--- config.mk ---
export PLATFORM = sky130hd
export DESIGN_NAME = emc_top
export DESIGN_NICKNAME = d
export VERILOG_FILES = /design/src/verilog/emc_pkg.sv /design/src/verilog/emc_top.sv
export SDC_FILE = /design/constraint.sdc
export NUM_CORES = 1
export LEC_CHECK = 0
export BUFFER_PORTS_ARGS = -buffer_cell sky130_fd_sc_hd__buf_2
export CAP_MARGIN = 40
export CORE_ASPECT_RATIO = 1.4
export CORE_MARGIN = 2
export CORE_UTILIZATION = 45
export DETAILED_ROUTE_END_ITERATION = 6
export MAX_ROUTING_LAYER = met4
export SKIP_LAST_GASP = 1
export SYNTH_ARGS = -nofsm -noshare
export SYNTH_HDL_FRONTEND = slang
export SYNTH_SLANG_ARGS = --single-unit
--- constraint.sdc ---
create_clock -name core_clk -period 3.2 [get_ports core_clk]
set_clock_uncertainty 0.05 [all_clocks]
set_input_delay 0.48 -clock core_clk [delete_from_list [all_inputs] [get_ports core_clk]]
set_output_delay 0.48 -clock core_clk [all_outputs]
set_load 0.02 [all_outputs]
--- src/verilog/emc_pkg.sv ---
`default_nettype none

// ============================================================
// Shared constants for the MAC interrupt and PHY management block.
// ============================================================
package emc_pkg;

	// ============================================================
	// Register byte offsets, one aligned word each.
	// ============================================================
	localparam logic [7:0] OFS_STATUS    = 8'h00;
	localparam logic [7:0] OFS_ENABLE    = 8'h04;
	localparam logic [7:0] OFS_DISABLE   = 8'h08;
	localparam logic [7:0] OFS_MASK      = 8'h0c;
	localparam logic [7:0] OFS_MAINT     = 8'h10;
	localparam logic [7:0] OFS_HASH_LOW  = 8'h14;
	localparam logic [7:0] OFS_HASH_HIGH = 8'h18;

	// ============================================================
	// Interrupt status bit positions.
	// ============================================================
	localparam int NUM_FLAGS        = 12;
	localparam int BIT_MGMT_DONE    = 0;
	localparam int BIT_RX_STORED    = 1;
	localparam int BIT_RX_NO_BUF    = 2;
	localparam int BIT_TX_OVERRUN   = 3;
	localparam int BIT_TX_LATE      = 4;
	localparam int BIT_RETRY        = 5;
	localparam int BIT_TX_SLOT_FREE = 6;
	localparam int BIT_TX_SENT      = 7;
	localparam int BIT_TX_ALL_SENT  = 8;
	localparam int BIT_LINK         = 9;
	localparam int BIT_RX_OVERFLOW  = 10;
	localparam int BIT_DMA_ABORT    = 11;

	// ============================================================
	// Reset values.
	// ============================================================
	localparam logic [11:0] RST_STATUS = 12'h000;
	localparam logic [11:0] RST_MASK   = 12'hfff;
	localparam logic [31:0] RST_WORD   = 32'h0000_0000;

	// ============================================================
	// Maintenance frame fields.
	// ============================================================
	localparam int OP_HI           = 29;
	localparam int OP_LO           = 28;
	localparam logic [1:0] OP_READ  = 2'h2;
	localparam logic [1:0] OP_WRITE = 2'h1;
	localparam logic [5:0] LAST_BIT = 6'h1f;
	// Bits before the turnaround field; a read releases the line after.
	localparam logic [5:0] DRIVEN_BITS = 6'h0e;

	// ============================================================
	// Management clock timing.
	// ============================================================
	localparam int CLK_PERIOD_NS = 40;
	localparam int MDC_HALF_NS   = 200;
	localparam logic [2:0] MDC_HALF_CYC =
		3'((MDC_HALF_NS + CLK_PERIOD_NS - 1) / CLK_PERIOD_NS);

	typedef enum logic [2:0] {
		ST_IDLE = 3'b001,
		ST_LOW  = 3'b010,
		ST_HIGH = 3'b100
	} emc_state_type;

endpackage : emc_pkg

`default_nettype wire

--- src/verilog/emc_top.sv ---
`timescale 1ns/1ns
`default_nettype none

// Summary of operation
// - Management done flag, bit 0, sets when a PHY transfer ends; read clears.
// - Receive complete flag, bit 1, sets when a frame reaches memory.
// - Transmit overrun flag, bit 3, sets on transmit register write while the buffer is still queued (not unqueued).
// - Transmit underrun flag, bit 4, sets when DMA fetches data too late.
// - Retry limit flag, bit 5, sets when transmit retries are exhausted.
// - Slot free flag, bit 6, sets when a buffer may queue; clears when taken.
// - Transmit complete flag, bit 7, sets each time a frame is sent.
// - Transmit idle flag, bit 8, sets once all queued frames are sent.
// - Link change flag, bit 9, sets whenever the link pin changes level.
// - Receive overrun flag, bit 10, sets when receive overrun status sets.
// - Abort flag, bit 11, sets when a DMA transfer aborts.
// - Writing one to the enable register clears the matching mask bit.
// - Writing one to the disable register sets the matching mask bit.
// - Mask reads one for disabled sources, zero for enabled ones.
// - Maintenance write loads the shifter and starts when idle, and is ignored during a transfer; read returns shifter.
// - Each shift drives the line from MSB and loads sampled level into LSB.
// - On completion raise the management event and set the idle indication.
// - Frame holds start, operation, PHY address, register, turnaround, data.
// - Operation 10 means read and 01 means write; others are invalid.
module emc_top
	import emc_pkg::*;
(
	input  wire logic        core_clk,
	input  wire logic        rst_b,
	input  wire logic [7:0]  avs_address,
	input  wire logic        avs_read,
	input  wire logic        avs_write,
	input  wire logic [31:0] avs_writedata,
	input  wire logic [3:0]  avs_byteenable,
	output logic      [31:0] avs_readdata,
	output logic             avs_waitrequest,
	input  wire logic        rx_stored_evt,
	input  wire logic        rx_no_buffer_evt,
	input  wire logic        tx_reg_write,
	input  wire logic        tx_buffer_unqueued,
	input  wire logic        tx_fetch_late_evt,
	input  wire logic        retry_exceeded_evt,
	input  wire logic        tx_slot_free_evt,
	input  wire logic        tx_slot_taken,
	input  wire logic        tx_frame_sent_evt,
	input  wire logic        tx_all_sent_evt,
	input  wire logic        rx_overflow_evt,
	input  wire logic        dma_abort_evt,
	input  wire logic        link_pin,
	input  wire logic        mdio_in,
	output logic             mdio_out,
	output logic             mdio_oe,
	output logic             mdc,
	output logic             mgmt_idle,
	output logic             irq
);

	// ============================================================
	// Declarations.
	// ============================================================
	logic                 wait_reg;
	logic [31:0]          rdata_reg;
	logic [NUM_FLAGS-1:0] status_reg;
	logic [NUM_FLAGS-1:0] mask_reg;
	logic [31:0]          shift_reg;
	logic [31:0]          hash_low_reg;
	logic [31:0]          hash_high_reg;
	emc_state_type        state_reg;
	logic [2:0]           div_reg;
	logic [5:0]           bit_reg;
	logic                 op_read_reg;
	logic                 mdc_reg;
	logic                 mdio_out_reg;
	logic                 mdio_oe_reg;
	logic                 idle_reg;
	logic                 irq_reg;
	logic                 done_pulse;
	logic                 mdio_s1_reg;
	logic                 mdio_s2_reg;
	logic                 link_s1_reg;
	logic                 link_s2_reg;
	logic                 link_s3_reg;
	logic                 wr_acc;
	logic                 rd_acc;
	logic                 rd_cap;
	logic                 half_end;
	logic                 start_xfer;
	logic [NUM_FLAGS-1:0] set_vec;
	logic [NUM_FLAGS-1:0] clr_vec;
	logic [31:0]          rdata_next;

	// Byte-lane merge of write data into an existing word.
	function automatic logic [31:0] merge_bytes(
		input logic [31:0] old_word,
		input logic [31:0] new_word,
		input logic [3:0]  lanes
	);
		logic [31:0] res;
		res = old_word;
		for (int i = 0; i < 4; i++) begin
			if (lanes[i]) begin
				res[8*i +: 8] = new_word[8*i +: 8];
			end
		end
		return res;
	endfunction : merge_bytes

	// ============================================================
	// Bus slave.
	// ============================================================
	// Every access waits exactly one cycle; the answer edge is the one
	// where waitrequest is low, so writes and read clears happen there.
	assign wr_acc = avs_write & ~wait_reg;
	assign rd_acc = avs_read & ~wait_reg;
	assign rd_cap = avs_read & wait_reg;

	// Read data is captured one edge ahead of the answer edge.
	always_comb begin
		rdata_next = RST_WORD;
		unique case (avs_address)
			OFS_STATUS:    rdata_next[NUM_FLAGS-1:0] = status_reg;
			OFS_MASK:      rdata_next[NUM_FLAGS-1:0] = mask_reg;
			OFS_MAINT:     rdata_next = shift_reg;
			OFS_HASH_LOW:  rdata_next = hash_low_reg;
			OFS_HASH_HIGH: rdata_next = hash_high_reg;
			default:       rdata_next = RST_WORD;
		endcase
	end

	// Wait state and read data registers.
	always_ff @(posedge core_clk or negedge rst_b) begin
		if (!rst_b) begin
			wait_reg  <= 1'b1;
			rdata_reg <= RST_WORD;
		end else begin
			wait_reg <= ~((avs_read | avs_write) & wait_reg);
			if (rd_cap) begin
				rdata_reg <= rdata_next;
			end
		end
	end

	assign avs_readdata    = rdata_reg;
	assign avs_waitrequest = wait_reg;

	// Hash filter, plain storage for the address matcher.
	always_ff @(posedge core_clk or negedge rst_b) begin
		if (!rst_b) begin
			hash_low_reg  <= RST_WORD;
			hash_high_reg <= RST_WORD;
		end else if (wr_acc) begin
			if (avs_address == OFS_HASH_LOW) begin
				hash_low_reg <= merge_bytes(hash_low_reg, avs_writedata,
					avs_byteenable);
			end
			if (avs_address == OFS_HASH_HIGH) begin
				hash_high_reg <= merge_bytes(hash_high_reg, avs_writedata,
					avs_byteenable);
			end
		end
	end

	// ============================================================
	// Interrupt mask.
	// ============================================================
	// A set bit means disabled; ones in enable clear and in disable set.
	always_ff @(posedge core_clk or negedge rst_b) begin
		if (!rst_b) begin
			mask_reg <= RST_MASK;
		end else if (wr_acc && avs_address == OFS_ENABLE) begin
			mask_reg <= mask_reg & ~avs_writedata[NUM_FLAGS-1:0];
		end else if (wr_acc && avs_address == OFS_DISABLE) begin
			mask_reg <= mask_reg | avs_writedata[NUM_FLAGS-1:0];
		end
	end

	// ============================================================
	// Event synchronisers.
	// ============================================================
	// Link and MDIO come from pins, so both pass two flops first.
	always_ff @(posedge core_clk or negedge rst_b) begin
		if (!rst_b) begin
			link_s1_reg <= 1'b0;
			link_s2_reg <= 1'b0;
			link_s3_reg <= 1'b0;
			mdio_s1_reg <= 1'b1;
			mdio_s2_reg <= 1'b1;
		end else begin
			link_s1_reg <= link_pin;
			link_s2_reg <= link_s1_reg;
			link_s3_reg <= link_s2_reg;
			mdio_s1_reg <= mdio_in;
			mdio_s2_reg <= mdio_s1_reg;
		end
	end

	// ============================================================
	// Interrupt status.
	// ============================================================
	always_comb begin
		set_vec                   = '0;
		set_vec[BIT_MGMT_DONE]    = done_pulse;
		set_vec[BIT_RX_STORED]    = rx_stored_evt;
		set_vec[BIT_RX_NO_BUF]    = rx_no_buffer_evt;
		set_vec[BIT_TX_OVERRUN]   = tx_reg_write & ~tx_buffer_unqueued;
		set_vec[BIT_TX_LATE]      = tx_fetch_late_evt;
		set_vec[BIT_RETRY]        = retry_exceeded_evt;
		set_vec[BIT_TX_SLOT_FREE] = tx_slot_free_evt;
		set_vec[BIT_TX_SENT]      = tx_frame_sent_evt;
		set_vec[BIT_TX_ALL_SENT]  = tx_all_sent_evt;
		set_vec[BIT_LINK]         = link_s2_reg ^ link_s3_reg;
		set_vec[BIT_RX_OVERFLOW]  = rx_overflow_evt;
		set_vec[BIT_DMA_ABORT]    = dma_abort_evt;
	end

	// Only bits that were actually returned are cleared, so an event
	// landing between capture and answer is not lost unseen.
	always_comb begin
		clr_vec = '0;
		if (rd_acc && avs_address == OFS_STATUS) begin
			clr_vec = rdata_reg[NUM_FLAGS-1:0];
		end
		clr_vec[BIT_TX_SLOT_FREE] = clr_vec[BIT_TX_SLOT_FREE] | tx_slot_taken;
	end

	// Each flag is sticky; a set in the clearing cycle wins.
	for (genvar g = 0; g < NUM_FLAGS; g++) begin : g_flag
		always_ff @(posedge core_clk or negedge rst_b) begin
			if (!rst_b) begin
				status_reg[g] <= RST_STATUS[g];
			end else if (set_vec[g]) begin
				status_reg[g] <= 1'b1;
			end else if (clr_vec[g]) begin
				status_reg[g] <= 1'b0;
			end
		end
	end

	// Interrupt output, one flop behind the flags.
	always_ff @(posedge core_clk or negedge rst_b) begin
		if (!rst_b) begin
			irq_reg <= 1'b0;
		end else begin
			irq_reg <= |(status_reg & ~mask_reg);
		end
	end

	assign irq = irq_reg;

	// ============================================================
	// PHY management shifter.
	// ============================================================
	// A write while a transfer runs is ignored to keep the frame whole.
	assign start_xfer = wr_acc && avs_address == OFS_MAINT &&
		state_reg == ST_IDLE;
	assign half_end   = div_reg == MDC_HALF_CYC - 3'h1;
	assign done_pulse = state_reg == ST_HIGH && half_end &&
		bit_reg == LAST_BIT;

	// Sequencer: low half drives, high half ends with the shift.
	always_ff @(posedge core_clk or negedge rst_b) begin
		if (!rst_b) begin
			state_reg <= ST_IDLE;
			div_reg   <= 3'h0;
			bit_reg   <= 6'h00;
		end else begin
			unique case (state_reg)
				ST_IDLE: begin
					if (start_xfer) begin
						state_reg <= ST_LOW;
						div_reg   <= 3'h0;
						bit_reg   <= 6'h00;
					end
				end
				ST_LOW: begin
					div_reg <= half_end ? 3'h0 : div_reg + 3'h1;
					if (half_end) begin
						state_reg <= ST_HIGH;
					end
				end
				ST_HIGH: begin
					div_reg <= half_end ? 3'h0 : div_reg + 3'h1;
					if (half_end) begin
						state_reg <= (bit_reg == LAST_BIT) ? ST_IDLE : ST_LOW;
						bit_reg   <= bit_reg + 6'h01;
					end
				end
				default: begin
					state_reg <= ST_IDLE;
				end
			endcase
		end
	end

	// Shift data: load on start, shift sampled level in at each bit end.
	always_ff @(posedge core_clk or negedge rst_b) begin
		if (!rst_b) begin
			shift_reg   <= RST_WORD;
			op_read_reg <= 1'b0;
		end else if (start_xfer) begin
			shift_reg <= merge_bytes(shift_reg, avs_writedata,
				avs_byteenable);
			// A masked top lane keeps the old operation bits, as the shifter does.
			op_read_reg <= (avs_byteenable[3] ? avs_writedata[OP_HI:OP_LO] :
				shift_reg[OP_HI:OP_LO]) == OP_READ;
		end else if (state_reg == ST_HIGH && half_end) begin
			shift_reg <= {shift_reg[30:0], mdio_s2_reg};
		end
	end

	// Pin drive: a read frame lets go after the register address field.
	always_ff @(posedge core_clk or negedge rst_b) begin
		if (!rst_b) begin
			mdc_reg      <= 1'b0;
			mdio_out_reg <= 1'b1;
			mdio_oe_reg  <= 1'b0;
		end else if (start_xfer) begin
			mdc_reg      <= 1'b0;
			mdio_out_reg <= avs_byteenable[3] ? avs_writedata[31] :
				shift_reg[31];
			mdio_oe_reg  <= 1'b1;
		end else if (state_reg == ST_LOW && half_end) begin
			mdc_reg <= 1'b1;
		end else if (state_reg == ST_HIGH && half_end) begin
			mdc_reg      <= 1'b0;
			mdio_out_reg <= shift_reg[30];
			mdio_oe_reg  <= bit_reg != LAST_BIT &&
				(!op_read_reg || bit_reg + 6'h01 < DRIVEN_BITS);
		end
	end

	// Idle indication for the network status register.
	always_ff @(posedge core_clk or negedge rst_b) begin
		if (!rst_b) begin
			idle_reg <= 1'b1;
		end else if (start_xfer) begin
			idle_reg <= 1'b0;
		end else if (done_pulse) begin
			idle_reg <= 1'b1;
		end
	end

	assign mdc       = mdc_reg;
	assign mdio_out  = mdio_out_reg;
	assign mdio_oe   = mdio_oe_reg;
	assign mgmt_idle = idle_reg;
endmodule : emc_top

`default_nettype wire

# Word-level counts from Yosys, hierarchy flattened
# Index checks and enable logic that the tools add are counted.
classes:
  n_eq_ne: 21
  magnitude_cmp: 1
  reduce_logical: 48
  add_sub_neg: 2
  bitwise: 16
  n_mux: 59
ops:
  columns: ["cell", "n"]
  rows:
  - ["$mux W32", 2]
  - ["$pmux W12 S5", 1]
  - ["$pmux W20 S3", 1]
  - ["$mux W1", 36]
  - ["$mux W12", 3]
  - ["$reduce_bool A2 Y1", 17]
  - ["$mux W8", 4]
  - ["$reduce_and A3 Y1", 10]
  - ["$and A12 B12 Y12", 2]
  - ["$eq A8 B5 Y1 const B", 3]
  - ["$not A12 Y12", 2]
  - ["$eq A8 B4 Y1 const B", 2]
  - ["$ne A2 B2 Y1 const B", 8]
  - ["$mux W3", 5]
  - ["$mux W6", 2]
  - ["$or A12 B12 Y12", 1]
  - ["$pmux W6 S2", 1]
  - ["$reduce_and A2 Y1", 6]
  - ["$reduce_or A12 Y1", 1]
  - ["$logic_and A1 B1 Y1", 9]
  - ["$pmux W3 S3", 1]
  - ["$eq A8 B3 Y1 const B", 1]
  - ["$logic_not A8 Y1", 1]
  - ["$add A6 B1 Y6 const B", 1]
  - ["other kinds (18)", 27]
word_totals:
  out_inout_bits: 38
  in_bits: 62
  register_bits: 176
  word_cells: 188

# Logic depth before layout (Yosys ltp)
depth:
  depth_word: 7
  depth_mapped: 9
  mapped_depth_nobuf: 7

# Worst setup path before layout
# No wires, ideal clock.
synth_path:
  kind: "input to register"
  startpoint: "input port avs_address[2]"
  endpoint: "register shift_reg[10]"
  path_slack_ns: 1.274
  path_stages: 8
  setup_time_ns: 0.123
  arrival_ns: 1.753
  required_ns: 3.027
  path_buffers: 3
  path_cell_list: "buf_6 > nor4_4 > buf_6 > nand4_1 > buf_4 > nor2_2 > nor2_4 > o221a_2"
synth_between:
  elab_chain_len: 5
  elab_cells_between_ends: 7
  classes_between: "eq/ne: 2; mux: 1; reduce/logical: 4"
synth_lines:
  columns: ["element", "line_no", "source"]
  rows:
  - ["start, declared", "emc_top.sv:29", "input wire logic [7:0] avs_address,"]
  - ["$eq A8 B5 Y1 *", "emc_top.sv:253", "assign start_xfer = wr_acc && avs_address == OFS_MAINT &&"]
  - ["$logic_and A1 B1 Y1 * (2 in series)", "emc_top.sv:253", null]
  - ["$ne A2 B2 Y1 (no source line) / $reduce_bool A2 Y1 (equally long branches)", null, null]
  - ["$reduce_and A2 Y1 (no source line)", null, null]
  - ["end signal, assigned", "emc_top.sv:300", "shift_reg <= merge_bytes(shift_reg, avs_writedata,"]
  - ["end signal, assigned", "emc_top.sv:306", "shift_reg <= {shift_reg[30:0], mdio_s2_reg};"]
  - ["end, declared", "emc_top.sv:64", "logic [31:0] shift_reg;"]
# Every way passes the cells marked *; elsewhere a longest branch is shown, timed or not.
# A chain may end at the register's enable or synchronous reset.

# Worst setup path in the final report
layout_path:
  startpoint: "register state_reg[0]"
  endpoint: "register shift_reg[22]"
layout_between:
  elab_chain_len: 4
  elab_cells_between_ends: 8
  classes_between: "eq/ne: 3; mux: 1; reduce/logical: 4"
layout_lines:
  columns: ["element", "line_no", "source"]
  rows:
  - ["start, declared", "emc_top.sv:67", "emc_state_type state_reg;"]
  - ["start signal, assigned", "emc_top.sv:283", "state_reg <= (bit_reg == LAST_BIT) ? ST_IDLE : ST_LOW;"]
  - ["$eq A3 B1 Y1 / $eq A3 B3 Y1 (equally long branches)", "emc_top.sv:254, emc_top.sv:305", null]
  - ["$logic_and A1 B1 Y1 (on tied branches)", "emc_top.sv:253, emc_top.sv:305", null]
  - ["$ne A2 B2 Y1 (no source line) / $reduce_bool A2 Y1 (equally long branches)", null, null]
  - ["$reduce_and A2 Y1 (no source line)", null, null]
# Parallel ways exist; a longest one is shown, timed or not.

==> out/results.ini <==
[run_status]
status = finished clean

[yosys]
synth_top_family_by_area = compound AO/OA/AOI/OAI gates
synth_xor_area_frac = 0.00319
ys_types = 54
synthAdderAreaFrac = 0.00455
yosysSeqAreaShare = 0.537
synth.cell_area_um2 = 8250
synthMuxAreaShare = 0.126
synthCells = 722
synthSimpleGateAreaFrac = 0.129
synthTopCellsByArea = dfrtp_1, mux2_2, dfstp_2
ys_top_cells_by_count = dfrtp_1, nand2_1, mux2_2
synth_top_area_cell = dfrtp_1
syn_nets = 787
synth_compound_area_frac = 0.167
synth_edf_count = 0
ys_async_sr_fraction = 1.00
synth_top_area_frac = 0.479
post_synth.cell_area_avg_um2 = 11.4
ys.flop_type = dfrtp_1
synth_most_common_cell = dfrtp_1
ys_ff_latch = 176
ys_warn_count = 0

[timing]
fin_crit_sh = 0.665
fin_crit_ps = 2130
fin_tns_setup_ps = 0
relSlewSlack = 0.524
finalWorstSetupSlack_ps = 1070
holdWs_ps = 22.5
setup_viol = 0
hold_viol_final = 0
maxSlewViolCount = 0
rsz0062_at_grt = no
worstMarginPinSlew_ps = 713
clock.fmax_mhz = 470

[worst_setup_path]
setup.worst_path.class = flop to flop
cp_data_arrival_time_ps = 2440
cp_common_cell = nor2_4
crit_slowest_cell = dfstp_2
endpoint_kind = flop
reg2reg_slack_ps = 1070
critical_path.max_stage_delay_ps = 670
crit_required_ps = 3510
worstPathCellList = nor3b_1 > and4_1 > nor2_4 > nor2_4 > o221a_1
r2r_start = state_reg[0]
start_kind = flop
cp-startpoint = state_reg[0]
cp_max_fo = 12

[pwr]
p_leak_nw = 4.37
peakVddDrop_mv = 0.316
power_w = 0.00475
p_per_area_nw_per_um2 = 495

[grt]
grt_remaining_overflow = 0
grt_pass1_wl_um = 34400
grt_pass1_vias = 6283
antenna_found_initial = 1
grt_use_total = 0.235
grt_start_max_net_pins = 75

[drt]
dr.pass1.iters = 7
drt_wl_total_um = 21400
routedWlPerCell_um = 20.0
num_vias = 6191
drtIter0Drc = 403
drcViolationCount = 0
final_antenna_net_count = 0
viasPerCell = 5.79

[die]
pin_count = 100
num_rows = 58
die_h_um = 164
initial_core_util = 0.458
die-area_um2 = 19400
core_area_um2 = 18000
die_w_um = 118

[layout]
drive_gt1_frac = 0.300
syn2layout_area_growth_pct = 16.5
regArea_um2 = 4430
fillers = 1649
final_nets = 881
multi_input_area_um2 = 3560

[clock_tree]
clockBufferDepth = 2
hold_buffers = 0
clkLatencyLatePin_ps = 420
cts_htree_levels = 4
cts_made_buffers = 17
cts_setup_buffers = 0
cts.sinks = 176
clkTransAtPathRegs_ps = 70
cts_root_buffer = clkbuf_16
cts_tree = yes
cts.repair.resized = 0

[placed_design]
hpwl_um = 15300
dpl_worst_slack_ps = 716
portBuffers = 99
gp_congestion = 0.879

[run]
maxCapViolCount = 0

[min_path]
hp-class = input pin to asynchronous set/reset pin

where the power goes:
part | switching, W | total [W] | internal [W]
clock | 0.000871 | 0.00212 | 0.00125
sequential | 0.0000482 | 0.00233 | 0.00229
combinational | 0.000186 | 0.000296 | 0.000111
worst max-delay path: cells and delay by family, from the launching register on:
| kind | cells | cell delay, ps |
|---|---|---|
| compound gates | 1 | 240 |
| flops | 1 | 670 |
| simple gates | 4 | 1100 |
layer usage:
metal  GRT usage  wire length [um]
met5           -                 0
met4      0.0990               619
met2       0.412             11400
met3      0.0410               804
met1       0.267              8580
through the flow:
| stage | area, um2 | cells | util |
|---|---|---|---|
| after floorplan | 8250 | 722 | - |
| after global placement | 9000 | 1037 | 0.500 |
| after detailed placement | 9000 | 1037 | 0.500 |
| after CTS | 9610 | 1069 | 0.534 |
| after global routing | 9610 | 1070 | 0.534 |
| final | 9610 | 1070 | 0.534 |
path summary, 6_finish.rpt:
| path | end | cells after the start |
|---|---|---|
| worst max-delay path | shift_reg[22] | 5 |
| worst min-delay path | hash_high_reg[12] | 1 |
| worst max register to register | shift_reg[22] | 5 |
| worst min register to register | link_s2_reg | 0 |
| max in group asynchronous | mdio_out | 2 |
| min in group core_clk | mdio_s1_reg | 1 |
layout make-up:
class / count / area share
clock buffer: 19 / 0.0461
inverter: 19 / 0.00742
multi-input combinational: 488 / 0.371
timing repair buffer: 114 / 0.0665
sequential: 176 / 0.461
antenna: 1 / 0.000260
clock inverter: 13 / 0.0169
tap: 240 / 0.0312
logic make-up after synthesis:
| group | after synthesis |
|---|---|
| and+or+nand+nor | 192 |
| DFF | 176 |
| muxes | 96 |
| adders and majority gates | 3 |
| AOI/OAI and AO/OA | 194 |
| buffers and inverters | 58 |
| xor gates and xnor gates | 3 |
cell usage in the layout (no fill, tap or decap), types with 14 or more instances in the layout:
cell type	count
mux2_2	59
a21oi_1	29
inv_1	19
buf_2	98
dfrtp_1	158
mux2i_1	32
nand2b_1	37
a22o_1	25
o21ai_0	56
clkbuf_16	17
a31oi_1	14
o221a_1	28
dfstp_2	18
nor2_1	16
nand2_1	80
No activity file was read; power rests on OpenSTA's default activity.
